--- config.mk ---
export PLATFORM = sky130hd
export DESIGN_NAME = scprs_top
export DESIGN_NICKNAME = d
export VERILOG_FILES = /design/src/design/scprs_pkg.sv /design/src/design/scprs_top.sv /design/src/design/scprs_sync3.sv
export VERILOG_INCLUDE_DIRS = /design/src /design/src/design
export SDC_FILE = /design/constraint.sdc
export NUM_CORES = 1
export LEC_CHECK = 0
export ABC_AREA = 1
export BUFFER_PORTS_ARGS = -buffer_cell sky130_fd_sc_hd__buf_4
export CORE_MARGIN = 8
export CORE_UTILIZATION = 45
export CTS_BUF_LIST = sky130_fd_sc_hd__clkbuf_4
export DETAILED_ROUTE_END_ITERATION = 12
export HOLD_SLACK_MARGIN = 0.05
export REMOVE_ABC_BUFFERS = 1
export SLEW_MARGIN = 20
export SYNTH_ARGS = -nofsm -noshare
export SYNTH_HDL_FRONTEND = slang
export SYNTH_HIERARCHICAL = 1
export SYNTH_SLANG_ARGS = --single-unit
--- constraint.sdc ---
create_clock -name ref_clk -period 2.2 [get_ports ref_clk]
set_input_delay 0.44 -clock ref_clk [delete_from_list [all_inputs] [get_ports ref_clk]]
set_output_delay 0.44 -clock ref_clk [all_outputs]
set_load 0.01 [all_outputs]
--- src/design/scprs_consts.svh ---
// Register map, field positions, reset values and counts of the serial config port
`ifndef SCPRS_CONSTS_SVH
`define SCPRS_CONSTS_SVH
`define SCPRS_A_CFG 8'h00
`define SCPRS_A_CHIDX 8'h05
`define SCPRS_A_DIVSYNC 8'h3A
`define SCPRS_A_NSRCTL 8'h3C
`define SCPRS_A_TUNE 8'h3E
`define SCPRS_A_SYNCMODE 8'h59
`define SCPRS_A_XFER 8'hFF
`define SCPRS_XFER_CMD 8'h01
`define SCPRS_RST_CFG 8'h00
`define SCPRS_RST_CHIDX 8'h03
`define SCPRS_B_LSB_FIRST 6
`define SCPRS_B_CH_A 0
`define SCPRS_B_CH_B 1
`define SCPRS_B_SYNC_EN 1
`define SCPRS_B_SYNC_FIRST 2
`define SCPRS_B_SYNC_EDGE 1
`define SCPRS_B_SYNC_FALL 0
`define SCPRS_B_NSR_EN 0
`define SCPRS_F_MODE 3:1
`define SCPRS_F_WORD 5:0
`define SCPRS_MODE_NARROW 3'h0
`define SCPRS_MODE_WIDE 3'h1
`define SCPRS_TW_NARROW_CNT 6'h39
`define SCPRS_TW_WIDE_CNT 6'h22
`define SCPRS_EDGE_STEP 9'h005
`define SCPRS_B_RW 15
`define SCPRS_F_WLEN 14:13
`define SCPRS_F_ADDR 7:0
`define SCPRS_WLEN_STREAM 2'h3
`define SCPRS_INSTR_LAST 4'hF
`define SCPRS_BYTE_LAST 4'h7
`define SCPRS_BIT_TOP 3'h7
`endif

--- src/design/scprs_pkg.sv ---
// Types shared by the serial config port modules
package scprs_pkg;
   typedef enum logic [2:0] {
      scprs_st_idle = 3'h1,
      scprs_st_instr = 3'h2,
      scprs_st_data = 3'h4
   } scprs_st_t;

   // One channel's requantizer setting
   typedef struct packed {
      logic [2:0] mode;
      logic enable;
      logic [5:0] word;
   } scprs_chan_t;

   typedef struct packed {
      logic ff1;
      logic ff2;
      logic ff3;
      logic lvl;
   } scprs_sync_t;

   typedef struct packed {
      scprs_st_t st;
      logic sclk_prev;
      logic sync_prev;
      logic seen_frame;
      logic strap_mode;
      logic is_read;
      logic stream;
      logic [1:0] bytes_left;
      logic [3:0] bit_cnt;
      logic [15:0] shift;
      logic [7:0] addr;
      logic [7:0] rd_byte;
      logic sdio_out;
      logic sdio_oe;
      logic [7:0] cfg;
      logic [7:0] chidx;
      logic xfer;
      logic [7:0] sh_divsync;
      logic [7:0] sh_syncmode;
      scprs_chan_t sh_a;
      scprs_chan_t sh_b;
      logic [7:0] act_divsync;
      logic [7:0] act_syncmode;
      scprs_chan_t act_a;
      scprs_chan_t act_b;
      logic armed;
      logic div_resync;
      logic ok_a;
      logic ok_b;
      logic [8:0] edge_a;
      logic [8:0] edge_b;
   } scprs_state_t;
endpackage

--- src/design/scprs_top.sv ---
// Serial config port with requantizer and sync control registers
`timescale 1ns/10ps
`include "scprs_consts.svh"
module scprs_top (
   input wire logic ref_clk,
   input wire logic nrst,
   input wire logic spi_sclk,
   input wire logic chip_select_n,
   input wire logic sdio_i,
   output logic sdio_o,
   output logic sdio_oe,
   input wire logic sync_in,
   output logic strap_mode,
   output scprs_pkg::scprs_chan_t chan_a_cfg,
   output scprs_pkg::scprs_chan_t chan_b_cfg,
   output logic chan_a_tune_ok,
   output logic chan_b_tune_ok,
   output logic [8:0] chan_a_left_edge,
   output logic [8:0] chan_b_left_edge,
   output logic div_resync
);
   localparam scprs_pkg::scprs_state_t RST = '{
      st: scprs_pkg::scprs_st_idle,
      cfg: `SCPRS_RST_CFG,
      chidx: `SCPRS_RST_CHIDX,
      armed: 1'b1,
      default: '0
   };

   scprs_pkg::scprs_state_t r_reg;
   scprs_pkg::scprs_state_t r_next;
   logic sclk_lvl;
   logic csb_lvl;
   logic sdio_lvl;
   logic sync_lvl;
   logic sclk_rise;
   logic sclk_fall;
   logic lsb;
   logic [15:0] instr_word;
   logic [7:0] byte_in;
   logic [7:0] next_addr;
   logic wr_en;
   logic [7:0] wr_addr;
   logic [7:0] wr_data;
   logic sync_evt;
   logic first_only;

   // Pins from outside the clock domain all pass the same filter
   scprs_sync3 #(.RESET_LVL(1'b0)) u_sclk (.ref_clk(ref_clk), .nrst(nrst), .d(spi_sclk), .q(sclk_lvl));
   scprs_sync3 #(.RESET_LVL(1'b1)) u_csb (.ref_clk(ref_clk), .nrst(nrst), .d(chip_select_n), .q(csb_lvl));
   scprs_sync3 #(.RESET_LVL(1'b0)) u_sdio (.ref_clk(ref_clk), .nrst(nrst), .d(sdio_i), .q(sdio_lvl));
   scprs_sync3 #(.RESET_LVL(1'b0)) u_sync (.ref_clk(ref_clk), .nrst(nrst), .d(sync_in), .q(sync_lvl));

   // Readback mux; channel A wins when both index bits are set
   function automatic logic [7:0] rd_mux(input scprs_pkg::scprs_state_t s, input logic [7:0] a);
      scprs_pkg::scprs_chan_t c;
      c = s.chidx[`SCPRS_B_CH_A] ? s.sh_a : s.sh_b;
      case (a)
         `SCPRS_A_CFG: rd_mux = s.cfg;
         `SCPRS_A_CHIDX: rd_mux = s.chidx;
         `SCPRS_A_DIVSYNC: rd_mux = s.sh_divsync;
         `SCPRS_A_NSRCTL: rd_mux = {4'h0, c.mode, c.enable};
         `SCPRS_A_TUNE: rd_mux = {2'h0, c.word};
         `SCPRS_A_SYNCMODE: rd_mux = s.sh_syncmode;
         `SCPRS_A_XFER: rd_mux = {7'h00, s.xfer};
         default: rd_mux = 8'h00;
      endcase
   endfunction

   // Band position check against the mode's count of legal words
   function automatic logic tune_ok(input scprs_pkg::scprs_chan_t c);
      case (c.mode)
         `SCPRS_MODE_NARROW: tune_ok = (c.word < `SCPRS_TW_NARROW_CNT);
         `SCPRS_MODE_WIDE: tune_ok = (c.word < `SCPRS_TW_WIDE_CNT);
         default: tune_ok = 1'b0;
      endcase
   endfunction

   // Frame engine, register file, transfer and sync logic
   always_comb begin
      r_next = r_reg;
      wr_en = 1'b0;
      wr_addr = 8'h00;
      wr_data = 8'h00;
      sclk_rise = sclk_lvl & ~r_reg.sclk_prev;
      sclk_fall = ~sclk_lvl & r_reg.sclk_prev;
      lsb = r_reg.cfg[`SCPRS_B_LSB_FIRST];
      instr_word = {r_reg.shift[14:0], sdio_lvl};
      byte_in = lsb ? {sdio_lvl, r_reg.shift[7:1]} : {r_reg.shift[6:0], sdio_lvl};
      next_addr = lsb ? r_reg.addr + 8'h01 : r_reg.addr - 8'h01;
      r_next.sclk_prev = sclk_lvl;
      r_next.sync_prev = sync_lvl;
      r_next.div_resync = 1'b0;
      // Strap flag holds only until the first clocked frame
      r_next.strap_mode = csb_lvl & ~r_reg.seen_frame;
      if (csb_lvl) begin
         // Select high: driver off; a pause is legal only on a byte boundary
         r_next.sdio_oe = 1'b0;
         if (r_reg.st == scprs_pkg::scprs_st_instr || r_reg.bit_cnt != 4'h0 || r_reg.stream) begin
            r_next.st = scprs_pkg::scprs_st_idle;
            r_next.bit_cnt = 4'h0;
         end
      end else if (sclk_rise) begin
         r_next.seen_frame = 1'b1;
         case (r_reg.st)
            scprs_pkg::scprs_st_idle: begin
               r_next.shift = {15'h0000, sdio_lvl};
               r_next.bit_cnt = 4'h1;
               r_next.st = scprs_pkg::scprs_st_instr;
            end
            scprs_pkg::scprs_st_instr: begin
               r_next.shift = instr_word;
               r_next.bit_cnt = r_reg.bit_cnt + 4'h1;
               if (r_reg.bit_cnt == `SCPRS_INSTR_LAST) begin
                  r_next.is_read = instr_word[`SCPRS_B_RW];
                  r_next.stream = (instr_word[`SCPRS_F_WLEN] == `SCPRS_WLEN_STREAM);
                  r_next.bytes_left = instr_word[`SCPRS_F_WLEN];
                  r_next.addr = instr_word[`SCPRS_F_ADDR];
                  r_next.rd_byte = rd_mux(r_reg, instr_word[`SCPRS_F_ADDR]);
                  r_next.bit_cnt = 4'h0;
                  r_next.st = scprs_pkg::scprs_st_data;
               end
            end
            scprs_pkg::scprs_st_data: begin
               r_next.shift[7:0] = byte_in;
               r_next.bit_cnt = r_reg.bit_cnt + 4'h1;
               if (r_reg.bit_cnt == `SCPRS_BYTE_LAST) begin
                  // Byte complete: commit a write, step the address, count down
                  r_next.bit_cnt = 4'h0;
                  wr_en = ~r_reg.is_read;
                  wr_addr = r_reg.addr;
                  wr_data = byte_in;
                  r_next.addr = next_addr;
                  r_next.rd_byte = rd_mux(r_reg, next_addr);
                  if (!r_reg.stream) begin
                     if (r_reg.bytes_left == 2'h0) begin
                        r_next.st = scprs_pkg::scprs_st_idle;
                        r_next.sdio_oe = 1'b0;
                     end else begin
                        r_next.bytes_left = r_reg.bytes_left - 2'h1;
                     end
                  end
               end
            end
            default: begin
               r_next.st = scprs_pkg::scprs_st_idle;
               r_next.bit_cnt = 4'h0;
            end
         endcase
      end else if ((sclk_fall || (!sclk_lvl && !r_reg.sdio_oe)) && r_reg.st == scprs_pkg::scprs_st_data
                   && r_reg.is_read) begin
         // Readback bits change on the fall, or on resuming after a pause, so the host samples on the rise
         r_next.sdio_oe = 1'b1;
         r_next.sdio_out = r_reg.rd_byte[lsb ? r_reg.bit_cnt[2:0] : `SCPRS_BIT_TOP - r_reg.bit_cnt[2:0]];
      end
      // Transfer copies every shadow at once, then the bit drops
      if (r_reg.xfer) begin
         r_next.act_a = r_reg.sh_a;
         r_next.act_b = r_reg.sh_b;
         r_next.act_divsync = r_reg.sh_divsync;
         r_next.act_syncmode = r_reg.sh_syncmode;
         r_next.armed = 1'b1;
         r_next.xfer = 1'b0;
      end
      // Register writes; a new transfer request beats the self-clear
      if (wr_en) begin
         case (wr_addr)
            `SCPRS_A_CFG: r_next.cfg = wr_data;
            `SCPRS_A_CHIDX: r_next.chidx = wr_data;
            `SCPRS_A_DIVSYNC: r_next.sh_divsync = wr_data;
            `SCPRS_A_SYNCMODE: r_next.sh_syncmode = wr_data;
            `SCPRS_A_NSRCTL: begin
               if (r_reg.chidx[`SCPRS_B_CH_A]) begin
                  r_next.sh_a.mode = wr_data[`SCPRS_F_MODE];
                  r_next.sh_a.enable = wr_data[`SCPRS_B_NSR_EN];
               end
               if (r_reg.chidx[`SCPRS_B_CH_B]) begin
                  r_next.sh_b.mode = wr_data[`SCPRS_F_MODE];
                  r_next.sh_b.enable = wr_data[`SCPRS_B_NSR_EN];
               end
            end
            `SCPRS_A_TUNE: begin
               if (r_reg.chidx[`SCPRS_B_CH_A]) begin
                  r_next.sh_a.word = wr_data[`SCPRS_F_WORD];
               end
               if (r_reg.chidx[`SCPRS_B_CH_B]) begin
                  r_next.sh_b.word = wr_data[`SCPRS_F_WORD];
               end
            end
            `SCPRS_A_XFER: begin
               if (wr_data == `SCPRS_XFER_CMD) begin
                  r_next.xfer = 1'b1;
               end
            end
            default: begin
            end
         endcase
      end
      // Sync qualification: level, or chosen edge of the filtered input
      if (r_reg.act_syncmode[`SCPRS_B_SYNC_EDGE]) begin
         sync_evt = r_reg.act_syncmode[`SCPRS_B_SYNC_FALL] ? (~sync_lvl & r_reg.sync_prev)
                                                            : (sync_lvl & ~r_reg.sync_prev);
      end else begin
         sync_evt = sync_lvl;
      end
      first_only = r_reg.act_divsync[`SCPRS_B_SYNC_FIRST];
      if (r_reg.act_divsync[`SCPRS_B_SYNC_EN] && sync_evt && (!first_only || r_reg.armed)) begin
         r_next.div_resync = 1'b1;
         if (first_only) begin
            r_next.armed = 1'b0;
         end
      end
      // Band checks lag the active settings by one cycle
      r_next.ok_a = tune_ok(r_reg.act_a);
      r_next.ok_b = tune_ok(r_reg.act_b);
      r_next.edge_a = {3'h0, r_reg.act_a.word} * `SCPRS_EDGE_STEP;
      r_next.edge_b = {3'h0, r_reg.act_b.word} * `SCPRS_EDGE_STEP;
   end

   // Single state register
   always_ff @(posedge ref_clk or negedge nrst) begin
      if (!nrst) begin
         r_reg <= RST;
      end else begin
         r_reg <= r_next;
      end
   end

   assign sdio_o = r_reg.sdio_out;
   assign sdio_oe = r_reg.sdio_oe;
   assign strap_mode = r_reg.strap_mode;
   assign chan_a_cfg = r_reg.act_a;
   assign chan_b_cfg = r_reg.act_b;
   assign chan_a_tune_ok = r_reg.ok_a;
   assign chan_b_tune_ok = r_reg.ok_b;
   assign chan_a_left_edge = r_reg.edge_a;
   assign chan_b_left_edge = r_reg.edge_b;
   assign div_resync = r_reg.div_resync;
endmodule

--- src/design/scprs_sync3.sv ---
// Three-stage input synchroniser with agreement filter
`timescale 1ns/10ps
module scprs_sync3 #(
   parameter logic RESET_LVL = 1'b0
) (
   input wire logic ref_clk,
   input wire logic nrst,
   input wire logic d,
   output logic q
);
   scprs_pkg::scprs_sync_t s_reg;
   scprs_pkg::scprs_sync_t s_next;

   // Level moves only when stages two and three agree; stage one feeds stage two only
   always_comb begin
      s_next = s_reg;
      s_next.ff1 = d;
      s_next.ff2 = s_reg.ff1;
      s_next.ff3 = s_reg.ff2;
      if (s_reg.ff2 == s_reg.ff3) begin
         s_next.lvl = s_reg.ff3;
      end
   end

   // All stages reset to the idle level of the pin
   always_ff @(posedge ref_clk or negedge nrst) begin
      if (!nrst) begin
         s_reg <= {RESET_LVL, RESET_LVL, RESET_LVL, RESET_LVL};
      end else begin
         s_reg <= s_next;
      end
   end

   assign q = s_reg.lvl;
endmodule

==> flow_summary.ini <==
[timing]
tightestPinTransition_ps = 587.6
timing.fmax_mhz = 437.4
finalSetupViolations = 8
slew_headroom = 0.6041
clock_skew_ps = 13.97
fin_crit_sh = 1.039
hold_viol_final = 0
rsz0062_at_grt = yes
fin_ws_ps = -86.18
period_minus_slack_ps = 2286
slew_viol_final = 0

[detailed_routing]
routed.top_layer = met4
drtIter0Drc = 666
routed-via-count = 7545
drc = 0
wl_per_cell_um = 16.58
wirelength_um = 23730
ant_nets = 0
via_per_inst = 5.273
dr.pass1.iters = 5
met1_length_um = 10060
met3_length_um = 1540
wl_met2_um = 11470

[yosys]
avgSynthCellArea_sq_um = 8.315
netlist_instances = 1072
synth_top_family_by_area = simple AND/OR/NAND/NOR gates
async_flop_share = 1.000
synth_edf_count = 0
ys_types = 54
synth_warnings = 6
dominantRegCellSynth = dfrtp_1
synthMuxAreaShare = 0.008843
ys_ff_latch = 163
yosys.area_share.adder = 0.04745
synth-xor-area-share = 0.01263
synth_compound_area_frac = 0.1331
ys_seq_area_frac = 0.4587
synth_area_sq_mm = 0.008914
synth_simple_gate_area_frac = 0.2386

[placement]
dpl.cell_count = 1379
io_buffers = 49
routabilityCongestion = 0.9148
dp_hpwl_um = 17040
dpl_cell_area_sq_mm = 0.009737

[die]
io_pins = 50
die_h_um = 156.7
std_cell_rows = 51
fp.dieW_um = 156.7
die-area_sq_mm = 0.02457
start_util = 0.4580
coreArea_sq_mm = 0.01946

[worst_setup_path]
worstReg2RegEnd = r_reg[115]
path_cells = inv_4 > ha_4 > nand2_1 > nand2_1 > a21oi_2 > nand2_1 > nand2_1 > nand2_2 > nor2_4 > buf_12 > nand3_4 > o21ai_1 > inv_1 > nand2_1 > nand2_1 > nand2_1 > nand2_1 > nand2_1
critical_path.max_fanout = 10
crit_path_start_kind = register
rrSetupSlack_ps = -90
crit_path_end = r_reg[115]
crit_path_end_kind = register
cpPeakStageDelay_ps = 430
cp_slowest_cell = dfrtp_1
arrival_ps = 2810
worstSetupPathType = reg2reg
worstRegToRegCells = 18
cp-startpoint = lsb
crit_path_frequent_cell = nand2_1
required_ps = 2720
reg2reg_from = lsb

[clocking]
cts.sinks = 163
cts_max_level = 4
clkTransAtPathRegs_ps = 150
clkLatencyLatePin_ps = 580
cts-root-buf = clkbuf_4
cts_made_buffers = 17
clk_path_buf_depth = 2
cts_tree = done

[global_routing]
grt_max_degree = 49
grt_overflow = 0
grt_pass1_wl_um = 39330
antenna_found_initial = 1
grt_pass1_vias = 7571
grt_use_total = 0.2043

[power_and_ir_drop]
peakVddDrop_mv = 0.4142
powerDensity_mw_per_mm2 = 793.6
total_power_mw = 8.266
leakagePower_nw = 4.926

[worst_hold_path]
hold_path.class = in2async

[status]
violations = setup timing
status = complete, but fails checks

[finish]
largest_reg_flops = 86
area_delta_synth_final_pct = 16.86
finalInstanceArea_sq_mm = 0.01042
nNetsFinal = 1190
fin_cells = 1431
drive_gt1_frac = 0.2146

[flow_run]
maxCapViolCount = 0
cell type report:
cell class              instances  area, sq um
clock inverters                14        170.2
repair buffers                132         1157
well taps                     265        331.6
diodes                          1        2.502
multi-input cells             725         4101
clock buffers                  18        135.1
fillers                      1821         9046
flip-flops and latches        163         4089
inverters                     113        429.2
timing repair:
action | in CTS | in global routing
resized for setup | 32 | 13
endpoints found under the setup margin | 12 | 47
hold buffers | 5 | 0
pin swaps | 10 | 4
setup buffers | 10 | 3
endpoints found under the hold margin | 47 | 0
cloned | 1 | 0
where the power goes:
part / internal [mW] / switching, mW / leakage (nW)
clock network: 0.729 / 1.20 / 0.164
logic: 1.32 / 1.78 / 2.57
registers: 3.12 / 0.126 / 2.19
total: 5.17 / 3.10 / 4.93
cell usage in the layout (no fill, tap or decap), types with 6 or more instances in the layout:
master    count
nand2_1     252
dfrtp_1     155
buf_4       112
inv_1       105
o21ai_0      95
nor2_1       76
nand3_1      40
o21ai_1      38
a21oi_1      33
nand4_1      31
ha_1         23
clkbuf_4     18
nor3_1       14
o21ai_2      11
xor2_1       10
buf_12       10
nand2_2       9
dfstp_2       8
nor2_4        7
mux2_2        7
inv_2         6
nor2_2        6
o211ai_1      6
nand3_2       6
ha_4          6
critical path: cells and delay by family, from the launching register on:
| kind | cells | cell delay, ps |
|---|---|---|
| AOI/OAI and AO/OA | 2 | 290 |
| and+or+nand+nor | 12 | 920 |
| DFF | 1 | 430 |
| adders and majority gates | 1 | 230 |
| buffers and inverters | 3 | 370 |
synthesized netlist by cell type, types with 11 or more instances:
library cell,number,share of area
nand2_1,257,0.11
dfrtp_1,155,0.44
inv_1,106,0.045
o21ai_0,105,0.059
nor2_1,79,0.033
nand3_1,44,0.025
buf_4,43,0.036
a21oi_1,33,0.019
nand4_1,31,0.022
ha_1,29,0.041
o21ai_1,28,0.016
nor3_1,15,0.0084
buf_2,12,0.0067
o21ai_2,11,0.011
stage by stage:
step / hold WS (ps) / setup WS (ps) / TNS, ps / utilization
after floorplan: 144.4 / -726.2 / -20830 / -
after global placement: 333.5 / -188.8 / -1336 / 0.5003
after detailed placement: 340.2 / -208.9 / -1563 / 0.5003
after CTS: 344.2 / -51.39 / -235.9 / 0.5317
after global routing: 361.3 / -271.5 / -2245 / 0.5352
final: 359.6 / -86.18 / -577.8 / 0.5352
how the worst min path moves through the flow:
stage                               end        startpoint  depth (start not counted)
finish              chan_b_left_edge[5]              nrst                          2
detailed placement     u_sclk/s_next[1]  u_sclk/s_next[2]                          0
floorplan                 chan_a_cfg[0]              nrst                          0
global route              chan_b_cfg[4]              nrst                          2
global placement       u_sclk/s_next[1]  u_sclk/s_next[2]                          0
CTS                 chan_b_left_edge[5]              nrst                          2
cells by family (layout without fill, tap and decap cells):
family                   count (synthesis)  after routing
AO/OA/AOI/OAI                          209            209
XOR/XNOR                                12             12
adder cells (fa/ha/maj)                 32             32
buffers and inverters                  184            277
flip-flops                             163            163
multiplexers                             7              7
other                                    0              1
AND/OR/NAND/NOR                        465            465
layer usage:
layer  vias up  GRT usage
met5         -          0
met4         0    0.08421
met3        46    0.04054
met2       239     0.3427
met1      3583     0.2528
li1       3677          -
Power figures use the tool's default switching activity.
